===== config.mk =====
export PLATFORM = sky130hd
export DESIGN_NAME = gtc_timer
export DESIGN_NICKNAME = d
export VERILOG_FILES = /design/src/rtl/gtc_timer.v
export VERILOG_INCLUDE_DIRS = /design/src /design/src/pkg
export SDC_FILE = /design/constraint.sdc
export NUM_CORES = 1
export LEC_CHECK = 0
export BUFFER_PORTS_ARGS = -buffer_cell sky130_fd_sc_hd__buf_2
export CAP_MARGIN = 15
export CORE_UTILIZATION = 45
export DETAILED_ROUTE_END_ITERATION = 7
export PLACE_DENSITY = 0.78
export SLEW_MARGIN = 20
export SYNTH_ARGS = -nofsm -noshare
export SYNTH_HDL_FRONTEND = slang
export SYNTH_SLANG_ARGS = --single-unit

===== constraint.sdc =====
create_clock -name hclk -period 2.1 [get_ports hclk]
set_input_delay 0.315 -clock hclk [delete_from_list [all_inputs] [get_ports hclk]]
set_output_delay 0.315 -clock hclk [all_outputs]
set_load 0.005 [all_outputs]

===== src/pkg/gtc_map.vh =====
// register map, field positions, reset values and timing for the timer
// assumes word-aligned ahb-lite access, 32-bit data, 100 MHz hclk
`ifndef GTC_MAP_VH
`define GTC_MAP_VH

// ----------------------------------------------------------------------
// register byte offsets
// ----------------------------------------------------------------------
`define GTC_OFS_CONTROL 8'h10
`define GTC_OFS_COUNT_LOW 8'h14
`define GTC_OFS_COUNT_HIGH 8'h18
`define GTC_OFS_FLAGS 8'h1C
`define GTC_OFS_ENABLES 8'h20
`define GTC_OFS_GATE_CTRL 8'h24
`define GTC_OFS_SYSTEM 8'h28
`define GTC_OFS_IRQ_CTRL 8'h2C

// ----------------------------------------------------------------------
// control field positions
// ----------------------------------------------------------------------
`define GTC_BIT_ON 0
`define GTC_BIT_CS 1
`define GTC_BIT_SYNC 2
`define GTC_BIT_LPOSC 3
`define GTC_BIT_PS_LO 4
`define GTC_BIT_PS_HI 5
`define GTC_BIT_GE 6
`define GTC_BIT_GINV 7

// flags register, enables register, interrupt control, gate control, system register
`define GTC_BIT_OVF 0
`define GTC_BIT_OVF_EN 0
`define GTC_BIT_PERIPH_IRQ_ENABLE 6
`define GTC_BIT_GIE 7
`define GTC_BIT_GSS 1
`define GTC_BIT_SLEEP 0
`define GTC_BIT_INTERNAL_OSCILLATOR 1

// ----------------------------------------------------------------------
// reset values and counts
// ----------------------------------------------------------------------
`define GTC_RST_CONTROL 8'h00
`define GTC_RST_GATE_CTRL 8'h02
`define GTC_RST_COUNT 16'h0000
`define GTC_COUNT_MAX 16'hFFFF
// instruction cycle is four oscillator periods
`define GTC_INSTR_DIV 2'h3
`endif


===== src/rtl/gtc_timer.v =====
// gated 16-bit timer/counter with ahb-lite register slave
// assumes single-word transfers, one ahb master, pins asynchronous to hclk
// Function
// - sixteen-bit count in two bytes, wraps from FFFF to 0000
// - every wrap sets the overflow flag, bit 0 of flags register
// - interrupt request needs overflow, peripheral and global enables set
// - internal source counts one per instruction cycle, via prescale and gate
// - external source counts rising edges of external clock pin
// - no external rising edge counts before a falling edge is seen
// - control bit 1 selects external pin (1) or internal clock (0)
// - control bit 2 lets counting go on in sleep in external mode; ignored otherwise
// - prescale bits 5:4 divide by 1, 2, 4 or 8
// - prescaler hidden from software, cleared on any count byte write
// - control bit 0 enables counting; cleared holds the count
// - gate enable bit 6 counts only while gate inactive, when on
// - gating applies to both internal and external clocking
// - gate source bit selects gate pin or comparator output
// - gate invert bit 7 inverts the selected gate signal
// - bit 3 enables low-power oscillator clock only under internal osc
// - all eight control bits read/write, reset to zero
// - asynchronous counter overflow can wake device from sleep
// - asynchronous mode keeps counting in sleep, overflow wakes processor
`timescale 1ns/1ns
`include "gtc_map.vh"

module gtc_timer (
    input wire hclk,
    input wire hresetn,
    input wire clk_en,
    input wire hsel,
    input wire [31:0] haddr,
    input wire [1:0] htrans,
    input wire hwrite,
    input wire [2:0] hsize,
    input wire [31:0] hwdata,
    input wire hready,
    output wire [31:0] hrdata,
    output wire hreadyout,
    output wire hresp,
    input wire ext_clock_pin,
    input wire lp_osc_clock,
    input wire gate_pin,
    input wire comparator_output,
    output wire irq_request,
    output wire wake_request
);

// ----------------------------------------------------------------------
// input synchronisers
// ----------------------------------------------------------------------
// two stages keep a metastable pin level away from the edge detectors;
// the price is three cycles from a pin edge to its count
reg [3:0] sync_a;
reg [3:0] sync_b;
always @(posedge hclk or negedge hresetn) begin
    if (!hresetn) begin
        sync_a <= 4'h0;
        sync_b <= 4'h0;
    end else if (clk_en) begin
        sync_a <= {comparator_output, gate_pin, lp_osc_clock, ext_clock_pin};
        sync_b <= sync_a;
    end
end
wire ext_s = sync_b[0];
wire lp_s = sync_b[1];
wire gpin_s = sync_b[2];
wire cmp_s = sync_b[3];

// ----------------------------------------------------------------------
// registers
// ----------------------------------------------------------------------
reg [7:0] timer_one_control;
reg [7:0] comparator_control_two;
reg [15:0] count;
reg overflow_flag;
reg [7:0] periph_enable_reg;
reg [7:0] irq_control_reg;
reg [1:0] system_state;
reg [2:0] prescale;
reg [1:0] instr_div;
reg ext_prev;
reg ext_armed;

wire [7:0] count_low_byte = count[7:0];
wire [7:0] count_high_byte = count[15:8];

// ahb address phase capture
reg wr_pend;
reg rd_pend;
reg [7:0] addr_q;
wire take = hsel & hready & htrans[1];
always @(posedge hclk or negedge hresetn) begin
    if (!hresetn) begin
        wr_pend <= 1'b0;
        rd_pend <= 1'b0;
        addr_q <= 8'h00;
    end else if (clk_en) begin
        if (hready) begin
            wr_pend <= take & hwrite;
            rd_pend <= take & ~hwrite;
            addr_q <= haddr[7:0];
        end
    end
end

function hit;
    input [7:0] a;
    input [7:0] ofs;
    begin
        hit = (a[7:2] == ofs[7:2]);
    end
endfunction

wire wr_ctrl = wr_pend & hit(addr_q, `GTC_OFS_CONTROL);
wire wr_low = wr_pend & hit(addr_q, `GTC_OFS_COUNT_LOW);
wire wr_high = wr_pend & hit(addr_q, `GTC_OFS_COUNT_HIGH);
wire wr_flags = wr_pend & hit(addr_q, `GTC_OFS_FLAGS);
wire wr_en = wr_pend & hit(addr_q, `GTC_OFS_ENABLES);
wire wr_gate = wr_pend & hit(addr_q, `GTC_OFS_GATE_CTRL);
wire wr_sys = wr_pend & hit(addr_q, `GTC_OFS_SYSTEM);

// ----------------------------------------------------------------------
// clock source, prescaler and gate
// ----------------------------------------------------------------------
wire ctl_on = timer_one_control[`GTC_BIT_ON];
wire ctl_cs = timer_one_control[`GTC_BIT_CS];
wire ctl_bypass = timer_one_control[`GTC_BIT_SYNC];
wire ctl_lp = timer_one_control[`GTC_BIT_LPOSC];
wire [1:0] prescale_select =
    timer_one_control[`GTC_BIT_PS_HI:`GTC_BIT_PS_LO];
wire gate_enable = timer_one_control[`GTC_BIT_GE];
wire gate_invert = timer_one_control[`GTC_BIT_GINV];
wire gate_source_select = comparator_control_two[`GTC_BIT_GSS];
wire sleeping = system_state[`GTC_BIT_SLEEP];
wire internal_oscillator = system_state[`GTC_BIT_INTERNAL_OSCILLATOR];

wire use_lp = ctl_lp & internal_oscillator;
wire ext_level = use_lp ? lp_s : ext_s;
wire ext_rise = ext_level & ~ext_prev;
wire ext_fall = ~ext_level & ext_prev;
// one tick every fourth hclk models the instruction cycle
wire int_tick = (instr_div == `GTC_INSTR_DIV);
// the external edge is already resampled by the pin synchroniser
// in both settings; bypass only decides whether counting goes on in sleep
wire async_mode = ctl_cs & ctl_bypass;
wire ext_tick = ext_rise & ext_armed;
wire src_tick = ctl_cs ? ext_tick : int_tick;

wire gate_sel = gate_source_select ? cmp_s : gpin_s;
wire gate_active = gate_invert ? gate_sel : ~gate_sel;
wire run = ctl_on & ~(gate_enable & gate_active) &
    (~sleeping | async_mode);
// in sleep only the asynchronous counter sees edges

function [2:0] ps_mask;
    input [1:0] sel;
    begin
        case (sel)
            2'h0: ps_mask = 3'h0;
            2'h1: ps_mask = 3'h1;
            2'h2: ps_mask = 3'h3;
            default: ps_mask = 3'h7;
        endcase
    end
endfunction

wire ps_done = ((prescale & ps_mask(prescale_select)) ==
    ps_mask(prescale_select));
wire step = run & src_tick & ps_done;
wire wrap = step & (count == `GTC_COUNT_MAX);

always @(posedge hclk or negedge hresetn) begin
    if (!hresetn) begin
        instr_div <= 2'h0;
        ext_prev <= 1'b0;
        ext_armed <= 1'b0;
        prescale <= 3'h0;
    end else if (clk_en) begin
        instr_div <= instr_div + 2'h1;
        ext_prev <= ext_level;
        if (wr_ctrl)
            ext_armed <= 1'b0;
        else if (ext_fall)
            ext_armed <= 1'b1;
        if (wr_low | wr_high)
            prescale <= 3'h0;
        else if (run & src_tick)
            prescale <= ps_done ? 3'h0 : prescale + 3'h1;
    end
end

// ----------------------------------------------------------------------
// count
// ----------------------------------------------------------------------
// a byte write beats a count step in the same cycle, so software
// should stop the timer before writing or that step is lost
always @(posedge hclk or negedge hresetn) begin
    if (!hresetn) begin
        count <= `GTC_RST_COUNT;
    end else if (clk_en) begin
        // carry into high byte, wrap to zero
        if (wr_low) begin
            count <= {count_high_byte, hwdata[7:0]};
        end else if (wr_high) begin
            count <= {hwdata[7:0], count_low_byte};
        end else if (step) begin
            count <= count + 16'h0001;
        end
    end
end

// ----------------------------------------------------------------------
// overflow flag
// ----------------------------------------------------------------------
always @(posedge hclk or negedge hresetn) begin
    if (!hresetn) begin
        overflow_flag <= 1'b0;
    end else if (clk_en) begin
        if (wrap) begin
            overflow_flag <= 1'b1;
        end else if (wr_flags) begin
            overflow_flag <= hwdata[`GTC_BIT_OVF];
        end
    end
end

// ----------------------------------------------------------------------
// control and enable registers
// ----------------------------------------------------------------------
always @(posedge hclk or negedge hresetn) begin
    if (!hresetn) begin
        timer_one_control <= `GTC_RST_CONTROL;
        comparator_control_two <= `GTC_RST_GATE_CTRL;
        periph_enable_reg <= 8'h00;
        irq_control_reg <= 8'h00;
    end else if (clk_en) begin
        if (wr_ctrl) begin
            timer_one_control <= hwdata[7:0];
        end
        // only the gate source bit and its neighbour are kept
        if (wr_gate) begin
            comparator_control_two <= {6'h00, hwdata[1:0]};
        end
        if (wr_en) begin
            periph_enable_reg <= hwdata[7:0];
        end
        if (wr_pend & hit(addr_q, `GTC_OFS_IRQ_CTRL)) begin
            irq_control_reg <= hwdata[7:0];
        end
    end
end

// ----------------------------------------------------------------------
// system state
// ----------------------------------------------------------------------
// a software write to the system register wins over a wake in the
// same cycle; software writing it knows what state it wants
always @(posedge hclk or negedge hresetn) begin
    if (!hresetn) begin
        system_state <= 2'h0;
    end else if (clk_en) begin
        if (wr_sys) begin
            system_state <= hwdata[1:0];
        end else if (wake_request) begin
            system_state[`GTC_BIT_SLEEP] <= 1'b0;
        end
    end
end

// ----------------------------------------------------------------------
// interrupt and wake requests
// ----------------------------------------------------------------------
// the irq request is a level held by the flag, so nothing is lost while the
// processor is slow to answer; wake drops once it has cleared sleep
// three-way enable
assign irq_request = overflow_flag &
    periph_enable_reg[`GTC_BIT_OVF_EN] &
    irq_control_reg[`GTC_BIT_PERIPH_IRQ_ENABLE] & irq_control_reg[`GTC_BIT_GIE];
assign wake_request = overflow_flag & sleeping &
    periph_enable_reg[`GTC_BIT_OVF_EN] & irq_control_reg[`GTC_BIT_PERIPH_IRQ_ENABLE];

// ----------------------------------------------------------------------
// read data
// ----------------------------------------------------------------------
// read data is captured in the address phase so it stands through the
// whole data phase; no register needs a wait state
reg [31:0] rdata;
reg [7:0] next_rdata;
always @* begin
    next_rdata = 8'h00;
    if (hit(haddr[7:0], `GTC_OFS_CONTROL))
        next_rdata = timer_one_control;
    else if (hit(haddr[7:0], `GTC_OFS_COUNT_LOW))
        next_rdata = count_low_byte;
    else if (hit(haddr[7:0], `GTC_OFS_COUNT_HIGH))
        next_rdata = count_high_byte;
    else if (hit(haddr[7:0], `GTC_OFS_FLAGS))
        next_rdata = {7'h00, overflow_flag};
    else if (hit(haddr[7:0], `GTC_OFS_ENABLES))
        next_rdata = periph_enable_reg;
    else if (hit(haddr[7:0], `GTC_OFS_GATE_CTRL))
        next_rdata = comparator_control_two;
    else if (hit(haddr[7:0], `GTC_OFS_SYSTEM))
        next_rdata = {6'h00, system_state};
    else if (hit(haddr[7:0], `GTC_OFS_IRQ_CTRL))
        next_rdata = irq_control_reg;
end
always @(posedge hclk or negedge hresetn) begin
    if (!hresetn)
        rdata <= 32'h00000000;
    else if (clk_en && take && !hwrite)
        rdata <= {24'h000000, next_rdata};
end
assign hrdata = rdata;
assign hreadyout = 1'b1;
assign hresp = 1'b0;

endmodule // gtc_timer

==> results of run 1 <==
==> final timing paths <==
kind / from / end / slack (ps) / depth (start not counted)
worst max-delay path: addr_q[7]$_DFFE_PN0P_ / count[5]$_DFFE_PN0P_ / 10 / 7
worst min-delay path: comparator_output / sync_a[3]$_DFFE_PN0P_ / 190 / 2
worst max register to register: addr_q[7]$_DFFE_PN0P_ / count[5]$_DFFE_PN0P_ / 10 / 7
worst min register to register: instr_div[0]$_DFFE_PN0P_ / instr_div[0]$_DFFE_PN0P_ / 470 / 1
max in group asynchronous: hresetn / irq_control_reg[7]$_DFFE_PN0P_ / 1010 / 3
min in group asynchronous: hresetn / prescale[2]$_DFFE_PN0P_ / 500 / 2
==> cells in the final DEF (no fill, tap or decap), types with 4 or more instances in the layout <==
cell / netlist / layout
conb_1: 2 / 26
nor3_1: 12 / 12
a221oi_1: 9 / 8
nand4_1: 4 / 4
and3_1: 5 / 5
a311oi_1: 5 / 5
clkbuf_8: 0 / 10
nor2_1: 25 / 23
buf_4: 26 / 24
a22o_1: 4 / 4
nand2_1: 33 / 33
inv_1: 11 / 11
mux2i_1: 9 / 8
nand2b_1: 5 / 5
a21oi_1: 11 / 11
mux2_2: 41 / 41
and2_1: 4 / 4
or3_1: 5 / 5
nand3_1: 10 / 10
a2bb2oi_1: 7 / 7
a211oi_1: 4 / 4
buf_2: 1 / 33
o21ai_0: 21 / 21
dfrtp_1: 74 / 74
and3_2: 4 / 4
==> power by group <==
part | switching (mW) | internal, mW | total, mW | leakage (nW)
sequential | 0.183 | 1.63 | 1.82 | 0.954
combinational | 0.352 | 0.327 | 0.679 | 1.11
clock | 0.544 | 0.586 | 1.13 | 0.0922
total | 1.08 | 2.55 | 3.63 | 2.16
==> per-stage QoR <==
| stage | power, mW | area (sq um) | hold slack (ps) | setup TNS, ps | setup slack [ps] |
|---|---|---|---|---|---|
| after floorplan | 2.249 | 4295 | 19.41 | 0 | 175.7 |
| after global placement | 2.446 | 4556 | 352.5 | 0 | 26.53 |
| after detailed placement | 2.490 | 4556 | 364.1 | -37.47 | -21.02 |
| after CTS | 3.625 | 4796 | 177.2 | 0 | 24.15 |
| after global routing | 3.814 | 4852 | 188.8 | -71.79 | -38.14 |
| final | 3.625 | 4852 | 194.2 | 0 | 9.660 |
==> metal layers <==
layer,up-vias,global-route usage
li1,1568,-
met1,1728,0.2978
met2,159,0.3602
met3,26,0.03688
met4,0,0.1079
met5,-,0
==> logic make-up (layout without fill, tap and decap cells) <==
kind of cell / Yosys count / in the layout / synth area share
AND/OR/NAND/NOR: 130 / 130 / 0.1687
AO/OA/AOI/OAI: 88 / 88 / 0.1550
multiplexers: 52 / 52 / 0.1428
other: 2 / 26 / 0.001786
adder cells (fa/ha/maj): 3 / 3 / 0.008927
XOR/XNOR: 3 / 3 / 0.006249
buffers and inverters: 52 / 89 / 0.06992
flip-flops: 75 / 75 / 0.4466
==> cell type report <==
class	count	area, sq um
clock buffers	11	141.4
clock inverters	5	61.31
fillers	772	4039
inverters	11	41.29
multi-input cells	302	2168
flip-flops and latches	75	1878
well taps	108	135.1
repair buffers	62	426.7
==> what timing repair did <==
item                                    CTS  global route
gates resized for setup                   0             9
setup buffers                             2             1
hold buffers                              1             0
hold endpoints to repair                 43             0
pin swaps                                 1             2
endpoints found under the setup margin    3            12
==> summary.md, run 1 <==
| Metric | Value |
|---|---|
| CTS tree | built |
| Number of max-cap violations | 0 |
| Minimum clock period after layout | 2090 ps |
| Async SR Flop Fraction | 1.000 |
| Slew headroom | 0.6074 |
| DPL Wire Length | 7.577 mm |
| Synthesized instance count | 405 |
| Critical path buffers and inverters | 1 |
| Met2 wire len | 4.970 mm |
| WS Path Type | reg2reg |
| Diode count | 0 |
| Via count | 3481 |
| Worst Clk Skew | 8.835 ps |
| Final Setup Violations | 0 |
| Cell area power density | 747.1 mW/mm^2 |
| Vias in the first global route | 3319 |
| CP startpoint kind | flip-flop |
| Seq/Total Area, Yosys | 0.4466 |
| Critical Path End Type | flip-flop |
| Global placement routability congestion | 0.9582 |
| Share of Yosys cell area claimed by the top area cell type | 0.4403 |
| Post-synth top cells | dfrtp_1 (74), mux2_2 (41), nand2_1 (33) |
| Initial Utilization | 0.4730 |
| CTS sink cnt | 75 |
| Hold Vio Cnt, Final | 0 |
| Post-synth EDFFs | 0 |
| Syn_area_per_cell | 10.38 sq um |
| Gr ovfl total | 0 |
| Main synth FF type | dfrtp_1 |
| Status | completed |
| Clock Path Buffers | 2 |
| First-pass GRT wire length | 16.88 mm |
| CTS root buf | clkbuf_8 |
| Post-synth top area cell | dfrtp_1 |
| Maximum VDD drop | 0.3259 mV |
| Largest register FFs | 16 |
| CP top delay family | simple AND/OR/NAND/NOR gates |
| Chip Width | 98.67 um |
| Clk pin slew, worst setup/hold paths | 80 ps |
| Core box area | 0.008891 sq mm |
| Final Cycle Share | 0.9954 |
| Final Non-Filler Cells | 574 |
| Peak Freq | 0.4784 GHz |
| Clk Latency, worst-skew pair | 350 ps |
| Die area | 0.009736 sq mm |
| Cell area after synthesis | 0.004205 sq mm |
| Count leader, synth | dfrtp_1 |
| Initial antenna violation count | 0 |
| DRT met1 WL | 4.477 mm |
| Synth warn | 0 |
| Die Ht | 98.67 um |
| Post-layout util | 0.5457 |
| Crit path largest cell delay | 560 ps |
| WP data arrival | 2310 ps |
| Maximum number of pins on one net before global-route repair | 46 |
| Final net count | 543 |
| Synth area leaders | dfrtp_1 (44%), mux2_2 (11%), buf_4 (4.6%), nand2_1 (2.9%), o21ai_0 (2.5%) |
| Layout cells sized above 1 | 0.3090 |
| Pins Over Slew Limit | 0 |
| CP Max Fanout | 7 |
| Avg WL per Cell | 17.93 um |
| Post-route ant nets | 0 |
| Slowest cell on the critical path | or3b_2 |
| Synthesized flop and latch total | 75 |
| I/O Pins | 115 |
| Number of buffers created by CTS | 9 |
| Routed wl met3 | 590 um |
| Worst-Margin Slew | 588.9 ps |
| Max layer used | met4 |
| Drt pass-1 iters | 6 |
| P_leak | 2.157 nW |
| Yosys cell types | 67 |
| Residual DRC | 0 |
| Final WL | 10.29 mm |
| Area grow syn2layout | 15.38% |
| Critical path required time | 2320 ps |
| Placement Rows | 34 |
| Largest reg by FF count | count |
| GRT Util Overall | 0.2246 |
| Cells along the critical path | or3b_2, nor3_4, buf_12, nor3_1, a221oi_1, nor3_1, a2bb2oi_1 |
| Port Buffers | 34 |
| Hold WC Path Type | in2reg |
| Number of DRC markers in iteration 0 | 296 |
| Via density | 6.064 |
| Critical Path Most Common Cell | nor3_1 |
| Max H-tree Level | 3 |
| DP Cell Count | 554 |
No activity file was read; power rests on OpenSTA's default activity.
==> run 2: changes to the inputs <==
--- a/config.mk
+++ b/config.mk
@@ -10,6 +10,8 @@
 export CAP_MARGIN = 15
 export CORE_UTILIZATION = 45
 export DETAILED_ROUTE_END_ITERATION = 7
+export GPL_TIMING_DRIVEN = 0
+export MAX_ROUTING_LAYER = met4
 export PLACE_DENSITY = 0.78
 export SLEW_MARGIN = 20
 export SYNTH_ARGS = -nofsm -noshare
==> summary.md, run 2 (synthesis gave the netlist of run 1 again) <==
| Metric | Value |
|---|---|
| Status | completed |
| Sw Ratio | 0.2998 (+0.002098) |
| R2R setup slack | 10 ps (about the same) |
| Drt pass-1 iters | 5 (-1) |
| CP startpoint kind | flip-flop |
| Maximum number of pins on one net before global-route repair | 46 (unchanged) |
| Number of buffers created by CTS | 9 (unchanged) |
| Peak Freq | 0.4791 GHz (+0.15%) |
| Max H-tree Level | 3 (unchanged) |
| Initial antenna violation count | 0 (unchanged) |
| Area grow syn2layout | 18.83% |
| RR Startpoint | comparator_control_two[1]$_DFFE_PN1P_ |
| Core box area | 0.008891 sq mm (unchanged) |
| I/O Pins | 115 (unchanged) |
| Initial Utilization | 0.4730 (unchanged) |
| Maximum VDD drop | 0.3808 mV (+17%) |
| Fin worst setup slack | 12.71 ps (+3.053 ps) |
| WS Path Type | reg2reg |
| CTS tree | built |
| Commonest non-fill, non-tap cell in the layout | dfrtp_1 |
| Hold Path Sink | sync_a[0]$_DFFE_PN0P_ |
| P_leak | 2.265 nW (+5.0%) |
| Combinational share of power | 0.190 (+0.003) |
| M2 GR Usage | 0.3754 (+0.01517) |
| Final net count | 560 (+3.1%) |
| Hold Slack | 173.9 ps (-20.30 ps) |
| Crit path launch | comparator_control_two[1]$_DFFE_PN1P_ |
| Largest reg by FF count | count |
| Worst R2R Path Depth | 6 (-1) |
| Diode count | 0 (unchanged) |
| Clk pin slew, worst setup/hold paths | 80 ps (about the same) |
| Post-route ant nets | 0 (unchanged) |
| Clock Path Buffers | 2 (unchanged) |
| Hold_sp | ext_clock_pin |
| Via density | 5.983 (-1.3%) |
| Number of max-cap violations | 0 (unchanged) |
| Slew headroom | 0.4509 (-0.1565) |
| CP Max Fanout | 5 (-2) |
| Vias in the first global route | 3414 (+2.9%) |
| Placement Rows | 34 (unchanged) |
| WP data arrival | 2370 ps (+60 ps) |
| Critical path required time | 2380 ps (+60 ps) |
| Most Crowded Layer GR | met2 |
| Final WL | 10.70 mm (+4.0%) |
| Final Non-Filler Cells | 591 (+3.0%) |
| Chip Width | 98.67 um (unchanged) |
| Most frequent cells in the layout | dfrtp_1 (74), mux2_2 (41), buf_2 (34), nand2_1 (32), buf_4 (31) |
| Met1 usage | 0.3097 (+0.01187) |
| Reg2reg end | count[15]$_DFFE_PN0P_ |
| Number of DRC markers in iteration 0 | 214 (-28%) |
| First-pass GRT wire length | 17.57 mm (+4.1%) |
| GRT Util Overall | 0.2427 (+0.01812) |
| Clk Latency, worst-skew pair | 370 ps (+20 ps) |
| Via count | 3536 (+1.6%) |
| Pre-CTS WS | -141.5 ps (-120.5 ps) |
| Layout cells sized above 1 | 0.3251 (+0.01604) |
| Global placement routability congestion | 0.9657 (+0.78%) |
| Die area | 0.009736 sq mm (unchanged) |
| Pins Over Slew Limit | 0 (unchanged) |
| Residual DRC | 0 (unchanged) |
| Final Cycle Share | 0.9939 (-0.001454) |
| Avg WL per Cell | 18.11 um (+0.99%) |
| Critical Path End Type | flip-flop |
| Met3 Usage GRT | 0.05603 (+0.01915) |
| P_int | 2.649 mW (+4.1%) |
| Psw | 1.135 mW (+5.1%) |
| Worst Clk Skew | 8.096 ps (-0.7394 ps) |
| Minimum clock period after layout | 2087 ps (-3.053 ps) |
| Gr ovfl total | 0 (unchanged) |
| Hold Crit Depth | 2 (unchanged) |
| Worst-Margin Slew | 817.3 ps (+228.5 ps) |
| Sequential power share | 0.481 (-0.020) |
| Largest register FFs | 16 (unchanged) |
| Clk pwr share | 0.329 (+0.017) |
| Port Buffers | 32 (-5.9%) |
| CTS root buf | clkbuf_8 |
| Die Ht | 98.67 um (unchanged) |
| RSZ-0062 raised after global routing | true |
| CTS sink cnt | 75 (unchanged) |
| DP Cell Count | 570 (+2.9%) |
| DPL Wire Length | 7.783 mm (+2.7%) |
| Cell area power density | 757.2 mW/mm^2 (+1.3%) |
| Final Setup Violations | 0 (unchanged) |
| Hold WC Path Type | in2reg |
| Hold Vio Cnt, Final | 0 (unchanged) |
==> run 2: per-stage QoR <==
step           setup TNS (ps)  total power [mW]    util  instance area, sq um
2_1_floorplan               0             2.249       -                  4295
3_3_place_gp            -1662             2.453  0.5163                  4591
3_5_place_dp            -2456             2.507  0.5197                  4621
4_1_cts                     0             3.780  0.5567                  4950
5_1_grt                -226.3             3.964  0.5621                  4997
6_report                    0             3.784  0.5621                  4997
==> run 2: power by group through the flow <==
stage / logic [mW] / clock network, mW / registers [mW]
2_1_floorplan: 0.465 / 0 / 1.78
3_3_place_gp: 0.640 / 0 / 1.81
3_5_place_dp: 0.677 / 0 / 1.83
4_1_cts: 0.706 / 1.27 / 1.81
5_1_grt: 0.790 / 1.33 / 1.85
6_report: 0.717 / 1.25 / 1.82
==> run 2: metal layers <==
| layer | routed length, um | part of all wire | vias to the layer above |
|---|---|---|---|
| met4 | 227 | 0.021 | 0 |
| li1 | - | - | 1607 |
| met1 | 4567 | 0.43 | 1710 |
| met3 | 859 | 0.080 | 28 |
| met2 | 5049 | 0.47 | 191 |
| met5 | 0 | 0 | - |
==> run 2: worst max path at each step <==
stage	end	slack, ps	cells after the start
final	count[15]$_DFFE_PN0P_	10	6
after global routing	count[15]$_DFFE_PN0P_	-80	6
after CTS	count[15]$_DFFE_PN0P_	2	6
after detailed placement	count[1]$_DFFE_PN0P_	-140	6
after global placement	hrdata[7]$_DFFE_PN0P_	-140	7
after floorplan	count[15]$_DFFE_PN0P_	180	6
==> run 2: final cells by class <==
cell class	instances	area, sq um
fill	787	3894
sequential	75	1878
multi-input combinational	302	2221
timing repair buffer	39	250.2
tap	108	135.1
clock buffer	10	127.6
buffer	40	254.0
inverter	11	41.29
clock inverter	6	90.09
==> run 2: critical path, stage by stage, from the launching register on <==
cell	delay, ps
dfstp_2	580
mux2i_4	260
xor2_2	120
a22oi_4	240
nand3_2	110
or4_1	510
a22oi_1	180
==> run 2: what timing repair did <==
action / 4_1_cts / 5_1_grt
setup endpoints to repair: 27 / 19
buffers inserted: 5 / 0
pin swaps: 5 / 4
hold buffers: 1 / 0
resized for setup: 9 / 17
endpoints found under the hold margin: 30 / 0
